`config.mk`:
```
export PLATFORM = sky130hd
export DESIGN_NAME = dcet_top
export DESIGN_NICKNAME = d
export VERILOG_FILES = /design/src/hdl/dcet_pkg.sv /design/src/hdl/dcet_trigger_mux.sv /design/src/hdl/dcet_axil_slave.sv /design/src/hdl/dcet_top.sv
export SDC_FILE = /design/constraint.sdc
export NUM_CORES = 1
export LEC_CHECK = 0
export BUFFER_PORTS_ARGS = -buffer_cell sky130_fd_sc_hd__buf_2
export CAP_MARGIN = 30
export CORE_AREA = 2 2 121 123
export CTS_CLUSTER_SIZE = 24
export DETAILED_ROUTE_END_ITERATION = 16
export DIE_AREA = 0 0 123 125
export PLACE_DENSITY_LB_ADDON = 0.3
export REMOVE_ABC_BUFFERS = 1
export SYNTH_ARGS = -nofsm -noshare
export SYNTH_HDL_FRONTEND = slang
export SYNTH_SLANG_ARGS = --single-unit
```
`constraint.sdc`:
```
create_clock -name aclk -period 5.5 [get_ports aclk]
set_clock_uncertainty 0.05 [all_clocks]
set_input_delay 0.275 -clock aclk [delete_from_list [all_inputs] [get_ports aclk]]
set_output_delay 0.275 -clock aclk [all_outputs]
set_load 0.02 [all_outputs]
```
`src/hdl/dcet_pkg.sv`:
```
// Constants, register map and helper functions of the channel event block
`default_nettype none
package dcet_pkg;

	// ----------------------------------------
	// Register byte offsets
	// ----------------------------------------
	localparam logic [7:0] DCET_OFS_EVENT_STATUS = 8'h00;
	localparam logic [7:0] DCET_OFS_UPPER_LIMIT  = 8'h04;
	localparam logic [7:0] DCET_OFS_LOWER_LIMIT  = 8'h08;
	localparam logic [7:0] DCET_OFS_CONTROL      = 8'h0c;
	localparam logic [7:0] DCET_OFS_IRQ_STATUS   = 8'h10;
	localparam logic [7:0] DCET_OFS_IRQ_MASK     = 8'h14;

	// ----------------------------------------
	// Event status and control field positions
	// ----------------------------------------
	localparam int DCET_BIT_PENDING  = 15;
	localparam int DCET_SEL_MSB      = 14;
	localparam int DCET_SEL_LSB      = 8;
	localparam int DCET_BIT_HIGH     = 7;
	localparam int DCET_BIT_LOW      = 6;
	localparam int DCET_BIT_DONE     = 5;
	localparam int DCET_BIT_HALF     = 4;
	localparam int DCET_BIT_OVERRUN  = 3;
	localparam int DCET_BIT_HALF_EN  = 0;
	localparam int DCET_BIT_CHAN_ON  = 0;
	localparam int DCET_BIT_DUMMY_WR = 1;

	localparam logic [15:0] DCET_RESET_VALUE  = 16'h0000;
	localparam logic [15:0] DCET_FLAG_MASK    = 16'h00f8;
	localparam logic [15:0] DCET_SFR_TOP      = 16'h07ff;
	localparam logic [15:0] DCET_RAM_TOP_DEF  = 16'h7fff;
	localparam logic [1:0]  DCET_RESP_OKAY    = 2'b00;
	localparam logic [1:0]  DCET_RESP_SLVERR  = 2'b10;

	// ----------------------------------------
	// Trigger selector codes
	// ----------------------------------------
	localparam logic [6:0] DCET_TRIG_EXT_IRQ_ZERO = 7'h00;
	localparam logic [6:0] DCET_TRIG_ECC_SINGLE   = 7'h06;
	localparam logic [6:0] DCET_TRIG_ADC_GROUP    = 7'h27;
	localparam logic [6:0] DCET_TRIG_ADC_AN0      = 7'h28;
	localparam logic [6:0] DCET_TRIG_ADC_AN23     = 7'h3f;

	function automatic logic dcet_code_reserved(input logic [6:0] code);
		dcet_code_reserved = (code == 7'h1a) || (code >= 7'h48 && code <= 7'h56) ||
			(code == 7'h5a) || (code == 7'h5b) || (code == 7'h5e) || (code == 7'h5f) ||
			(code >= 7'h6e);
	endfunction : dcet_code_reserved

	function automatic logic dcet_addr_mapped(input logic [7:0] ofs);
		dcet_addr_mapped = (ofs == DCET_OFS_EVENT_STATUS) || (ofs == DCET_OFS_UPPER_LIMIT) ||
			(ofs == DCET_OFS_LOWER_LIMIT) || (ofs == DCET_OFS_CONTROL) ||
			(ofs == DCET_OFS_IRQ_STATUS) || (ofs == DCET_OFS_IRQ_MASK);
	endfunction : dcet_addr_mapped

	// Byte-lane merge of a 16-bit register
	function automatic logic [15:0] dcet_merge(input logic [15:0] old, input logic [15:0] wd,
		input logic [1:0] strb);
		dcet_merge = {strb[1] ? wd[15:8] : old[15:8], strb[0] ? wd[7:0] : old[7:0]};
	endfunction : dcet_merge

endpackage : dcet_pkg
`default_nettype wire

```
`src/hdl/dcet_trigger_mux.sv`:
```
// Trigger selector: picks one peripheral event by code
`timescale 1ns/100ps
`default_nettype none
module dcet_trigger_mux
	import dcet_pkg::*;
(
	input  wire logic [6:0]   trigger_select,
	input  wire logic         external_irq_zero,
	input  wire logic         ecc_single_bit_error,
	input  wire logic         adc_group_done,
	input  wire logic [23:0]  adc_input_done,
	input  wire logic [127:0] other_events,
	output logic              trigger_hit
);
	logic [127:0] events;

	always_comb begin
		events = other_events;
		events[DCET_TRIG_EXT_IRQ_ZERO] = external_irq_zero;
		events[DCET_TRIG_ECC_SINGLE] = ecc_single_bit_error;
		events[DCET_TRIG_ADC_GROUP] = adc_group_done;
		events[DCET_TRIG_ADC_AN23:DCET_TRIG_ADC_AN0] = adc_input_done;
		// Reserved codes never fire, so a bad setting just stalls the channel
		trigger_hit = events[trigger_select] & ~dcet_code_reserved(trigger_select);
	end
endmodule : dcet_trigger_mux
`default_nettype wire

```
`src/hdl/dcet_axil_slave.sv`:
```
// AXI4-Lite slave front end producing register strobes
`timescale 1ns/100ps
`default_nettype none
module dcet_axil_slave
	import dcet_pkg::*;
(
	input  wire logic        aclk,
	input  wire logic        aresetn,
	input  wire logic [7:0]  s_axi_awaddr,
	input  wire logic        s_axi_awvalid,
	output logic             s_axi_awready,
	input  wire logic [31:0] s_axi_wdata,
	input  wire logic [3:0]  s_axi_wstrb,
	input  wire logic        s_axi_wvalid,
	output logic             s_axi_wready,
	output logic [1:0]       s_axi_bresp,
	output logic             s_axi_bvalid,
	input  wire logic        s_axi_bready,
	input  wire logic [7:0]  s_axi_araddr,
	input  wire logic        s_axi_arvalid,
	output logic             s_axi_arready,
	output logic [31:0]      s_axi_rdata,
	output logic [1:0]       s_axi_rresp,
	output logic             s_axi_rvalid,
	input  wire logic        s_axi_rready,
	output logic             wr_en,
	output logic [7:0]       wr_addr,
	output logic [15:0]      wr_data,
	output logic [1:0]       wr_strb,
	output logic             rd_en,
	output logic [7:0]       rd_addr,
	input  wire logic [15:0] rd_data
);
	logic        aw_held_reg;
	logic        w_held_reg;
	logic [7:0]  awaddr_reg;
	logic [15:0] wdata_reg;
	logic [1:0]  wstrb_reg;

	assign s_axi_awready = ~aw_held_reg & ~s_axi_bvalid;
	assign s_axi_wready  = ~w_held_reg & ~s_axi_bvalid;
	assign s_axi_arready = ~s_axi_rvalid;
	assign wr_en   = aw_held_reg & w_held_reg & ~s_axi_bvalid;
	assign wr_addr = awaddr_reg;
	assign wr_data = wdata_reg;
	assign wr_strb = wstrb_reg;
	assign rd_en   = s_axi_arvalid & s_axi_arready;
	assign rd_addr = s_axi_araddr;

	// ----------------------------------------
	// Write channel
	// ----------------------------------------
	always_ff @(posedge aclk) begin
		if (!aresetn) begin
			aw_held_reg <= 1'b0;
			w_held_reg <= 1'b0;
			awaddr_reg <= 8'h00;
			wdata_reg <= 16'h0000;
			wstrb_reg <= 2'b00;
			s_axi_bvalid <= 1'b0;
			s_axi_bresp <= DCET_RESP_OKAY;
		end else begin
			if (s_axi_awvalid && s_axi_awready) begin
				aw_held_reg <= 1'b1;
				awaddr_reg <= s_axi_awaddr;
			end
			if (s_axi_wvalid && s_axi_wready) begin
				w_held_reg <= 1'b1;
				wdata_reg <= s_axi_wdata[15:0];
				wstrb_reg <= s_axi_wstrb[1:0];
			end
			if (wr_en) begin
				aw_held_reg <= 1'b0;
				w_held_reg <= 1'b0;
				s_axi_bvalid <= 1'b1;
				s_axi_bresp <= dcet_addr_mapped(awaddr_reg) ? DCET_RESP_OKAY : DCET_RESP_SLVERR;
			end else if (s_axi_bready) begin
				s_axi_bvalid <= 1'b0;
			end
		end
	end

	// ----------------------------------------
	// Read channel
	// ----------------------------------------
	always_ff @(posedge aclk) begin
		if (!aresetn) begin
			s_axi_rvalid <= 1'b0;
			s_axi_rdata <= 32'h0000_0000;
			s_axi_rresp <= DCET_RESP_OKAY;
		end else if (rd_en) begin
			s_axi_rvalid <= 1'b1;
			s_axi_rdata <= {16'h0000, rd_data};
			s_axi_rresp <= dcet_addr_mapped(s_axi_araddr) ? DCET_RESP_OKAY : DCET_RESP_SLVERR;
		end else if (s_axi_rready) begin
			s_axi_rvalid <= 1'b0;
		end
	end
endmodule : dcet_axil_slave
`default_nettype wire

```
`src/hdl/dcet_top.sv`:
```
// Channel event status, trigger select and interrupt logic of one DMA channel
// What this block does
// - Read-only flag shows buffered word still unstored
// - Seven-bit read/write selector picks trigger event
// - Flag accesses above upper limit or RAM
// - Flag accesses below lower limit above SFRs
// - Limit check follows the access, never precedes
// - Completion flag marks session ended with completion
// - Flag counter reaching half of start count
// - Flag trigger arriving while channel still busy
// - Halfway enable adds interrupt at halfway point
// - Software setting flags raises no interrupt
// - Code 00h selects external interrupt zero
// - Codes 27h-3Fh select converter done events
// - Code 06h selects single-bit memory error
// - Null-write mode adds dummy source write
`timescale 1ns/100ps
`default_nettype none
module dcet_top
	import dcet_pkg::*;
#(
	parameter logic [15:0] DATA_RAM_TOP = DCET_RAM_TOP_DEF
) (
	input  wire logic         aclk,
	input  wire logic         aresetn,
	input  wire logic [7:0]   s_axi_awaddr,
	input  wire logic         s_axi_awvalid,
	output logic              s_axi_awready,
	input  wire logic [31:0]  s_axi_wdata,
	input  wire logic [3:0]   s_axi_wstrb,
	input  wire logic         s_axi_wvalid,
	output logic              s_axi_wready,
	output logic [1:0]        s_axi_bresp,
	output logic              s_axi_bvalid,
	input  wire logic         s_axi_bready,
	input  wire logic [7:0]   s_axi_araddr,
	input  wire logic         s_axi_arvalid,
	output logic              s_axi_arready,
	output logic [31:0]       s_axi_rdata,
	output logic [1:0]        s_axi_rresp,
	output logic              s_axi_rvalid,
	input  wire logic         s_axi_rready,
	input  wire logic         external_irq_zero,
	input  wire logic         ecc_single_bit_error,
	input  wire logic         adc_group_done,
	input  wire logic [23:0]  adc_input_done,
	input  wire logic [127:0] other_events,
	input  wire logic         channel_busy,
	input  wire logic         access_done,
	input  wire logic [15:0]  access_addr,
	input  wire logic         counter_step,
	input  wire logic [15:0]  transfer_counter,
	input  wire logic [15:0]  transfer_start_count,
	input  wire logic         session_done,
	input  wire logic         dest_write_done,
	input  wire logic         buffer_loaded,
	input  wire logic         buffer_stored,
	output logic              channel_trigger,
	output logic              dummy_write_request,
	output logic              channel_on,
	output logic              dummy_write_mode,
	output logic              irq
);
	logic        wr_en;
	logic [7:0]  wr_addr;
	logic [15:0] wr_data;
	logic [1:0]  wr_strb;
	logic        rd_en;
	logic [7:0]  rd_addr;
	logic [15:0] rd_data;
	logic        trigger_hit;

	logic [15:0] status_reg;
	logic [15:0] status_next;
	logic [15:0] upper_address_limit_reg;
	logic [15:0] lower_address_limit_reg;
	logic [1:0]  control_reg;
	logic [15:0] irq_status_reg;
	logic [15:0] irq_mask_reg;
	logic        dummy_write_request_reg;
	logic        channel_trigger_reg;

	logic        wr_status;
	logic        rd_irq_status;
	logic        high_hit;
	logic        low_hit;
	logic        half_hit;
	logic [15:0] hw_events;

	// ----------------------------------------
	// Bus slave and trigger selection
	// ----------------------------------------
	dcet_axil_slave u_slave (
		.aclk          (aclk),
		.aresetn       (aresetn),
		.s_axi_awaddr  (s_axi_awaddr),
		.s_axi_awvalid (s_axi_awvalid),
		.s_axi_awready (s_axi_awready),
		.s_axi_wdata   (s_axi_wdata),
		.s_axi_wstrb   (s_axi_wstrb),
		.s_axi_wvalid  (s_axi_wvalid),
		.s_axi_wready  (s_axi_wready),
		.s_axi_bresp   (s_axi_bresp),
		.s_axi_bvalid  (s_axi_bvalid),
		.s_axi_bready  (s_axi_bready),
		.s_axi_araddr  (s_axi_araddr),
		.s_axi_arvalid (s_axi_arvalid),
		.s_axi_arready (s_axi_arready),
		.s_axi_rdata   (s_axi_rdata),
		.s_axi_rresp   (s_axi_rresp),
		.s_axi_rvalid  (s_axi_rvalid),
		.s_axi_rready  (s_axi_rready),
		.wr_en         (wr_en),
		.wr_addr       (wr_addr),
		.wr_data       (wr_data),
		.wr_strb       (wr_strb),
		.rd_en         (rd_en),
		.rd_addr       (rd_addr),
		.rd_data       (rd_data)
	);

	dcet_trigger_mux u_mux (
		.trigger_select       (status_reg[DCET_SEL_MSB:DCET_SEL_LSB]),
		.external_irq_zero    (external_irq_zero),
		.ecc_single_bit_error (ecc_single_bit_error),
		.adc_group_done       (adc_group_done),
		.adc_input_done       (adc_input_done),
		.other_events         (other_events),
		.trigger_hit          (trigger_hit)
	);

	// ----------------------------------------
	// Hardware event detection
	// ----------------------------------------
	assign wr_status     = wr_en && (wr_addr == DCET_OFS_EVENT_STATUS);
	assign rd_irq_status = rd_en && (rd_addr == DCET_OFS_IRQ_STATUS);
	assign channel_on       = control_reg[DCET_BIT_CHAN_ON];
	assign dummy_write_mode = control_reg[DCET_BIT_DUMMY_WR];
	assign channel_trigger     = channel_trigger_reg;
	assign dummy_write_request = dummy_write_request_reg;

	// Judged only on a finished access; nothing is screened beforehand
	assign high_hit = access_done &&
		(access_addr > upper_address_limit_reg || access_addr > DATA_RAM_TOP);
	assign low_hit = access_done &&
		(access_addr < lower_address_limit_reg) && (access_addr > DCET_SFR_TOP);
	assign half_hit = counter_step && (transfer_counter == (transfer_start_count >> 1));

	always_comb begin
		hw_events = 16'h0000;
		hw_events[DCET_BIT_HIGH] = high_hit;
		hw_events[DCET_BIT_LOW] = low_hit;
		hw_events[DCET_BIT_DONE] = session_done;
		hw_events[DCET_BIT_HALF] = half_hit;
		hw_events[DCET_BIT_OVERRUN] = trigger_hit && channel_on && channel_busy;
	end

	// ----------------------------------------
	// Event status register
	// ----------------------------------------
	always_comb begin
		status_next = status_reg;
		if (wr_status) begin
			status_next = dcet_merge(status_reg, wr_data, wr_strb);
		end
		status_next = status_next | (hw_events & DCET_FLAG_MASK);
		status_next[2:1] = 2'b00;
		status_next[DCET_BIT_PENDING] = buffer_loaded |
			(status_reg[DCET_BIT_PENDING] & ~buffer_stored);
	end

	always_ff @(posedge aclk) begin
		if (!aresetn) begin
			status_reg <= DCET_RESET_VALUE;
		end else begin
			status_reg <= status_next;
		end
	end

	// ----------------------------------------
	// Limits and control
	// ----------------------------------------
	always_ff @(posedge aclk) begin
		if (!aresetn) begin
			upper_address_limit_reg <= DCET_RESET_VALUE;
			lower_address_limit_reg <= DCET_RESET_VALUE;
			control_reg <= 2'b00;
			irq_mask_reg <= DCET_RESET_VALUE;
		end else if (wr_en) begin
			if (wr_addr == DCET_OFS_UPPER_LIMIT) begin
				upper_address_limit_reg <= dcet_merge(upper_address_limit_reg, wr_data, wr_strb);
			end
			if (wr_addr == DCET_OFS_LOWER_LIMIT) begin
				lower_address_limit_reg <= dcet_merge(lower_address_limit_reg, wr_data, wr_strb);
			end
			if (wr_addr == DCET_OFS_CONTROL && wr_strb[0]) begin
				control_reg <= wr_data[1:0];
			end
			if (wr_addr == DCET_OFS_IRQ_MASK) begin
				irq_mask_reg <= dcet_merge(irq_mask_reg, wr_data, wr_strb) & DCET_FLAG_MASK;
			end
		end
	end

	// ----------------------------------------
	// Datapath strobes
	// ----------------------------------------
	always_ff @(posedge aclk) begin
		if (!aresetn) begin
			channel_trigger_reg <= 1'b0;
			dummy_write_request_reg <= 1'b0;
		end else begin
			channel_trigger_reg <= trigger_hit && channel_on && !channel_busy;
			dummy_write_request_reg <= dest_write_done && dummy_write_mode;
		end
	end

	// ----------------------------------------
	// Interrupt status, read clears
	// ----------------------------------------
	always_ff @(posedge aclk) begin
		if (!aresetn) begin
			irq_status_reg <= DCET_RESET_VALUE;
		end else begin
			// Only hardware events feed it, so flag writes raise nothing; set beats clear
			irq_status_reg <= ((rd_irq_status ? 16'h0000 : irq_status_reg) |
				(hw_events & ~(status_reg[DCET_BIT_HALF_EN] ? 16'h0000 : (16'h0001 << DCET_BIT_HALF)))) &
				DCET_FLAG_MASK;
		end
	end

	always_ff @(posedge aclk) begin
		if (!aresetn) begin
			irq <= 1'b0;
		end else begin
			irq <= |(irq_status_reg & irq_mask_reg);
		end
	end

	always_comb begin
		case (rd_addr)
			DCET_OFS_EVENT_STATUS: rd_data = status_reg;
			DCET_OFS_UPPER_LIMIT:  rd_data = upper_address_limit_reg;
			DCET_OFS_LOWER_LIMIT:  rd_data = lower_address_limit_reg;
			DCET_OFS_CONTROL:      rd_data = {14'h0, control_reg};
			DCET_OFS_IRQ_STATUS:   rd_data = irq_status_reg;
			DCET_OFS_IRQ_MASK:     rd_data = irq_mask_reg;
			default:               rd_data = 16'h0000;
		endcase
	end

	// ----------------------------------------
	// Checks
	// ----------------------------------------
	a_pending_set: assert property (@(posedge aclk) disable iff (!aresetn)
		buffer_loaded |=> status_reg[DCET_BIT_PENDING])
		else $error("pending flag not set after buffer load");
	a_pending_clear: assert property (@(posedge aclk) disable iff (!aresetn)
		(buffer_stored && !buffer_loaded) |=> !status_reg[DCET_BIT_PENDING])
		else $error("pending flag not cleared after store");
	a_high_limit: assert property (@(posedge aclk) disable iff (!aresetn)
		(access_done && access_addr > upper_address_limit_reg) |=> status_reg[DCET_BIT_HIGH])
		else $error("high limit flag missed");
	a_low_limit: assert property (@(posedge aclk) disable iff (!aresetn)
		(access_done && access_addr < lower_address_limit_reg && access_addr > DCET_SFR_TOP)
		|=> status_reg[DCET_BIT_LOW])
		else $error("low limit flag missed");
	a_no_precheck: assert property (@(posedge aclk) disable iff (!aresetn)
		(!access_done && !wr_status && !status_reg[DCET_BIT_LOW]) |=> !status_reg[DCET_BIT_LOW])
		else $error("low limit flag without access");
	a_done_flag: assert property (@(posedge aclk) disable iff (!aresetn)
		session_done |=> status_reg[DCET_BIT_DONE] && irq_status_reg[DCET_BIT_DONE])
		else $error("completion not recorded");
	a_half_irq: assert property (@(posedge aclk) disable iff (!aresetn)
		(half_hit && !status_reg[DCET_BIT_HALF_EN]) |=> status_reg[DCET_BIT_HALF] &&
		(irq_status_reg[DCET_BIT_HALF] == $past(irq_status_reg[DCET_BIT_HALF]) || $past(rd_irq_status)))
		else $error("halfway interrupt raised while disabled");
	a_overrun_flag: assert property (@(posedge aclk) disable iff (!aresetn)
		(trigger_hit && channel_on && channel_busy) |=> status_reg[DCET_BIT_OVERRUN] ##0
		!channel_trigger_reg)
		else $error("overrun not flagged");
	a_sw_no_irq: assert property (@(posedge aclk) disable iff (!aresetn)
		(wr_status && hw_events == 16'h0000 && irq_status_reg == 16'h0000) |=>
		irq_status_reg == 16'h0000)
		else $error("software flag write raised interrupt");
	a_dummy_write: assert property (@(posedge aclk) disable iff (!aresetn)
		dummy_write_request_reg |-> $past(dest_write_done) && $past(dummy_write_mode))
		else $error("dummy write without destination write");
	a_flag_sticky: assert property (@(posedge aclk) disable iff (!aresetn)
		(status_reg[DCET_BIT_DONE] && !wr_status) |=> status_reg[DCET_BIT_DONE])
		else $error("completion flag lost without write");
	a_trigger_pulse: assert property (@(posedge aclk) disable iff (!aresetn)
		(trigger_hit && channel_on && !channel_busy) |=> channel_trigger_reg)
		else $error("selected trigger not passed on");
	a_reserved_quiet: assert property (@(posedge aclk) disable iff (!aresetn)
		dcet_code_reserved(status_reg[DCET_SEL_MSB:DCET_SEL_LSB]) |=> !channel_trigger_reg)
		else $error("reserved selector code triggered channel");
	a_irq_level: assert property (@(posedge aclk) disable iff (!aresetn)
		irq == $past(|(irq_status_reg & irq_mask_reg)))
		else $error("interrupt level does not follow masked status");
endmodule : dcet_top
`default_nettype wire

```
==> reports/metrics.cfg, run 1 <==
[floorplan]
io_pins=315
dieArea_sq_mm=0.0154
start_util_pct=48.0
die_w_um=123
fp.dieH_um=125
core_sq_mm=0.0142
num_rows=44

[critical_path]
crit_slowest_cell=nand4_1
path_cells=nor3_1, nand2_1, or2_2, nor2_1, nand4_1, mux2i_1, nor2_1
r2r_slack_ns=2.54
start_kind=register
crit_fanout=11
critPathKind=register to register
cp-end-kind=register
crit_arrival_ns=3.13
cpMostUsedCell=nor2_1
critPathMaxStageDelay_ns=0.72
crit_required_ns=5.67

[yosys]
async_flop_share_pct=0
synth_cell_types=68
synth_seq_cells=109
synthFlopType=dfxtp_1
ys_seq_area_share_pct=32.0
yosysWarnings=0
synthCells=787
synth_edf_count=0
postSynthAreaPerCell_sq_um=8.67
netlist_area_sq_mm=0.00682

[worst_hold_path]
hold_path.class=input pin to register

[global_route]
grt_pass1_wl_um=30000
grt_max_degree=61
grt_pass1_vias=6223
antenna_found_initial=1
grt_usage_pct=24.7
grt_remaining_overflow=0

[cts]
clk_pin_slew_ns=0.08
clkLatencyLatePin_ns=0.35
post_cts_buffers=0
ctsResizeCount=0
cts_tree=yes
cts_buffer_depth=2
htree_levels=3
clock-sinks=109
cts_buffers=9
cts_root_buf=clkbuf_16
cts_hold_buf=0

[timing]
rsz0062_at_grt=no
slew_violations=0
final_hold_viol_count=0
finalSetupTns_ns=0
tightest_slew_ns=0.884
fmax_ghz=0.338
layout_min_cycle_time_ns=2.96
relSlewSlack_pct=41.0
fin_crit_sh_pct=53.8
setup_viol=0

[placed_design]
hpwlAfterDp_um=15000
port_buffers=250
place_congestion=0.844

[layout]
final_nets=1309
final_util_pct=59.3
drive_gt1_share_pct=31.1
area_growth_pct=23.3

[power]
finalPower_mw=1.86
powerDensity_mw_per_mm2=221
p_leak_nw=3.59
ir_worst_vdd_v=0.000120

[route]
drtAntennaViolNets=0
post_drt_wl_per_cell_um=16.0
vias_per_cell=5.41
vias=6490
first_iter_violations=375
drcViolationCount=0
routed_wl_um=19200
drtPass1Iterations=5

[job]
drv_cap=0

[outcome]
status=completed

## final cells by class
cell class                      count  area (sq um)
Clock buffer                        9           225
Sequential cell                   109          2180
Fill cell                        1303          5790
Timing Repair Buffer              256          1310
Clock inverter                      7           128
Antenna cell                        1          2.50
Tap cell                          184           230
Multi-Input combinational cell    597          4200
Inverter                           36           135
## Yosys cell counts, types with 6 or more instances
master	n	share of area, %
nand2_1	119	6.5
dfxtp_1	109	32
nor2_1	67	3.7
mux2i_1	52	7.6
a21oi_1	35	2.6
inv_1	34	1.9
ha_1	31	5.7
clkbuf_1	27	1.5
a21boi_0	23	2.5
nor2b_1	23	2.1
buf_4	22	2.4
mux4_2	20	6.6
nand3_1	19	1.4
o21ai_0	19	1.4
a22oi_1	14	1.5
nor3_1	13	0.95
a211oi_1	11	1.2
xnor2_1	10	1.3
mux2_2	9	1.5
nand4_1	9	0.83
a21o_1	7	0.77
and2_1	7	0.64
nor4_1	7	0.64
a2111oi_0	6	0.77
## critical path: cells and delay by family, from the launching register on
kind	cells	cell delay [ns]
AND/OR/NAND/NOR	6	2.11
flip-flops	1	0.32
multiplexers	1	0.35
## placed cells by master (no fill, tap or decap), drive strengths merged, types with 13 or more instances in the layout
master,synthesis,routed
buf,34,256
a21boi,23,23
nand3,19,19
ha,31,31
a21oi,35,35
mux2,13,13
nor2,70,70
mux2i,52,52
nor3,14,14
o21ai,20,20
conb,1,18
nor2b,23,23
nand2,119,119
dfxtp,109,109
a22oi,14,14
mux4,23,23
inv,34,37
## power by group
part / internal [mW] / total (mW) / switching (mW)
sequential: 0.810 / 0.831 / 0.0213
clock: 0.453 / 0.767 / 0.314
combinational: 0.127 / 0.266 / 0.139
total: 1.39 / 1.86 / 0.474
## path summary, 6_finish.rpt
path                                    startpoint                         end  cells past startpoint
worst max-delay path            u_slave.wr_addr[0]  upper_address_limit_reg[9]                      7
worst min-delay path                  s_axi_rready        u_slave.s_axi_rvalid                      2
worst max register to register  u_slave.wr_addr[0]  upper_address_limit_reg[9]                      7
worst min register to register  u_slave.wr_addr[7]          u_slave.wr_addr[7]                      2
## stage by stage
| stage | setup slack, ns | cell area [sq um] | hold slack [ns] | instances |
|---|---|---|---|---|
| 2_1_floorplan | 2.48 | 6520 | 0.296 | 742 |
| 3_3_place_gp | 2.65 | 8040 | 0.395 | 1181 |
| 3_5_place_dp | 2.62 | 8060 | 0.404 | 1182 |
| 4_1_cts | 2.59 | 8410 | 0.0467 | 1198 |
| 5_1_grt | 2.34 | 8420 | 0.0607 | 1199 |
| 6_report | 2.54 | 8420 | 0.0510 | 1199 |
## per-layer routing
metal | vias up | track usage, % | wire length [um] | share of wire [%]
li1 | 3196 | - | - | -
met1 | 3016 | 30.9 | 8160 | 42
met2 | 237 | 43.7 | 9560 | 50
met3 | 41 | 3.01 | 1110 | 5.8
met4 | 0 | 7.75 | 396 | 2.1
met5 | - | 0 | 0 | 0
## logic make-up (layout without fill, tap and decap cells)
| kind of cell | after synthesis | after routing | share of synthesized area, % |
|---|---|---|---|
| XOR/XNOR | 15 | 15 | 1.93 |
| multiplexers | 88 | 88 | 17.5 |
| buffers and inverters | 98 | 308 | 7.37 |
| AO/OA/AOI/OAI | 151 | 151 | 15.3 |
| adder cells (fa/ha/maj) | 31 | 31 | 5.68 |
| flip-flops | 109 | 109 | 32.0 |
| AND/OR/NAND/NOR | 294 | 294 | 20.1 |
| other | 1 | 19 | 0.0550 |
Power figures use the tool's default switching activity.
==> inputs of run 2 (changes only) <==
Settings changed: CORE_AREA 2 2 121 123 to not set, CORE_ASPECT_RATIO set to 0.8, CORE_UTILIZATION set to 43, DIE_AREA 0 0 123 125 to not set.
Clock period 5.5 ns to 2.6 ns, I/O delays scaled along.
==> run 2 against run 1 <==
  * Fmax increased by 29%
  * Sequential cell count unchanged
  * Total power is 110% higher
  * Critical path depth up 1
  * Worst setup slack lost 2.2 ns
  * Critical path type unchanged
  * Via count rose by 3.6%
  * Hold slack lost 0.033 ns
  * Clock power increased by 99%
==> reports/metrics.cfg, run 2 (same netlist as run 1, synthesis figures left out) <==
[outcome]
status=completed

[critical_path]
r2r_slack_ns=0.30  ; -2.24 ns
r2r_end=channel_trigger
worst-path-buf-inv=1  ; +1
path_cells=buf_12, nand3b_1, o22ai_1, nor4_1, o21ai_0, a2bb2oi_2, nor2_2, nor4_2
ff2ff_path_depth=8  ; +1
crit_arrival_ns=2.52  ; -0.61 ns
r2r-start=status_reg[8]
crit_fanout=26  ; +15
crit_slowest_cell=nor4_1
crit_required_ns=2.82  ; -2.85 ns
start_kind=register
critPathMaxStageDelay_ns=0.44  ; -0.28 ns
critPathTopFamily=simple AND/OR/NAND/NOR gates
critPathKind=register to register
crit_cells=8  ; +1
cp-end-kind=register

[route]
drtPass1Iterations=5  ; unchanged
post_drt_wl_per_cell_um=17.2  ; +7.3%
vias=6723  ; +3.6%
drtAntennaViolNets=0  ; unchanged
first_iter_violations=451  ; +20%
drcViolationCount=0  ; unchanged
vias_per_cell=5.31  ; -1.9%
routed_wl_um=21800  ; +13%

[worst_hold_path]
min_path_cells=3  ; +1
hold_path.class=input pin to register
min_from=s_axi_wdata[1]
holdPathEnd=u_slave.wr_data[1]

[layout]
area_growth_pct=29.2
final_nets=1351  ; +3.2%
n_antenna_cell=0  ; -1
mostFrequentLayoutCells=buf_2 (250), nand2_1 (119), dfxtp_1 (107)
register_area_sq_mm=0.00218  ; unchanged
multi_input_area_sq_mm=0.00420  ; unchanged
drive_gt1_share_pct=31.3  ; +0.28 points
fillers=1411  ; +8.3%
final_common_cell=buf_2

[floorplan]
fp.dieH_um=115  ; -8.3%
core_sq_mm=0.0153  ; +7.5%
start_util_pct=44.7  ; -3.3 points
die_w_um=143  ; +16%
io_pins=315  ; unchanged
num_rows=40  ; -9.1%
dieArea_sq_mm=0.0164  ; +6.5%

[cts]
cts_buffers=9  ; unchanged
ctsResizeCount=0  ; unchanged
htree_levels=3  ; unchanged
clock-sinks=109  ; unchanged
post_cts_buffers=0  ; unchanged
cts_hold_buf=26  ; +26
cts_root_buf=clkbuf_16
clkLatencyLatePin_ns=0.35  ; about the same
cts_tree=yes
cts_buffer_depth=2  ; unchanged
clk_pin_slew_ns=0.08  ; about the same

[placed_design]
hpwlAfterDp_um=17100  ; +14%
post-place-ws_ns=0.370  ; -2.25 ns
port_buffers=250  ; unchanged
place_congestion=0.878  ; +4.1%

[timing]
setup_ws_ns=0.298  ; -2.24 ns
fmax_ghz=0.434  ; +29%
final_hold_viol_count=0  ; unchanged
slew_violations=0  ; unchanged
rsz0062_at_grt=no
fin_crit_sh_pct=88.5  ; +35 points
finalSetupTns_ns=0  ; unchanged
tightest_slew_ns=0.825  ; -0.0584 ns
setup_viol=0  ; unchanged
relSlewSlack_pct=45.0  ; +4.0 points
layout_min_cycle_time_ns=2.30  ; -0.656 ns
holdWs_ns=0.0182  ; -0.0328 ns

[power]
power_frac_seq_pct=44.9  ; +0.3 points
p_clk_share_pct=39.0  ; -2.1 points
ir_worst_vdd_v=0.000401  ; +230%
powerDensity_mw_per_mm2=445  ; +100%
finalPower_mw=3.93  ; +110%
p_leak_nw=3.77  ; +5.1%
p_sw_mw=1.05  ; +120%
power.share.switching_pct=26.7  ; +1.3 points
p_comb_share_pct=16.1  ; +1.8 points
power.internal_mw=2.88  ; +110%

[global_route]
grt_max_degree=57  ; -6.6%
grt_remaining_overflow=0  ; unchanged
grt_pass1_wl_um=33700  ; +12%
antenna_found_initial=0  ; -1
grt_pass1_vias=6335  ; +1.8%
grt_usage_pct=27.0  ; +2.4 points

[job]
drv_cap=0  ; unchanged

run 2: changes by cell type in the layout (fill, tap and decap cells not counted):
cell           before  now
dlygate4sd3_1       0   26
buf_4               5   20
buf_12              1    2
bufinv_16           3    2
clkinvlp_4          0    1
diode_2             1    0
run 2: through the flow:
step	cells	util, %	area [sq um]
floorplan	742	-	6520
global placement	1224	53.9	8230
detailed placement	1224	53.9	8230
CTS	1266	57.8	8820
global route	1266	57.8	8820
finish	1266	57.8	8820
run 2: how the worst max path moves through the flow:
stage                        from                end  slack (ns)
finish              status_reg[8]    channel_trigger        0.30
global route        status_reg[8]  irq_status_reg[3]        0.11
CTS                 status_reg[8]    channel_trigger        0.34
detailed placement  status_reg[8]    channel_trigger        0.37
global placement    status_reg[8]  irq_status_reg[3]        0.42
floorplan           status_reg[9]  irq_status_reg[3]       -0.42
run 2: worst reg2reg max path, cell delays in order, from the launching register on:
cell and delay (ns):
dfxtp_2 0.43, buf_12 0.22, nand3b_1 0.27, o22ai_1 0.11, nor4_1 0.44, o21ai_0 0.22
a2bb2oi_2 0.17, nor2_2 0.08, nor4_2 0.23
run 2: area by class of cell:
cell class	instances	share of cell area, %
sequential	109	24.8
inverter	36	1.53
clock inverter	7	1.19
clock buffer	9	2.55
timing repair buffer	298	19.3
multi-input combinational	597	47.7
tap	210	2.98
run 2: power groups by stage:
stage | combinational [mW] | sequential, mW | clock [mW]
2_1_floorplan | 0.278 | 1.79 | 0
3_3_place_gp | 0.580 | 1.80 | 0
3_5_place_dp | 0.593 | 1.80 | 0
4_1_cts | 0.627 | 1.76 | 1.55
5_1_grt | 0.694 | 1.77 | 1.61
6_report | 0.632 | 1.76 | 1.53
run 2: metal layers:
metal  routed length [um]  track usage (%)  vias to the layer above
met3                 1370             4.56                       33
met5                    0                0                        -
met4                  565             9.10                        0
met2                 9880             44.0                      273
met1                 9970             36.3                     3130
li1                     -                -                     3287
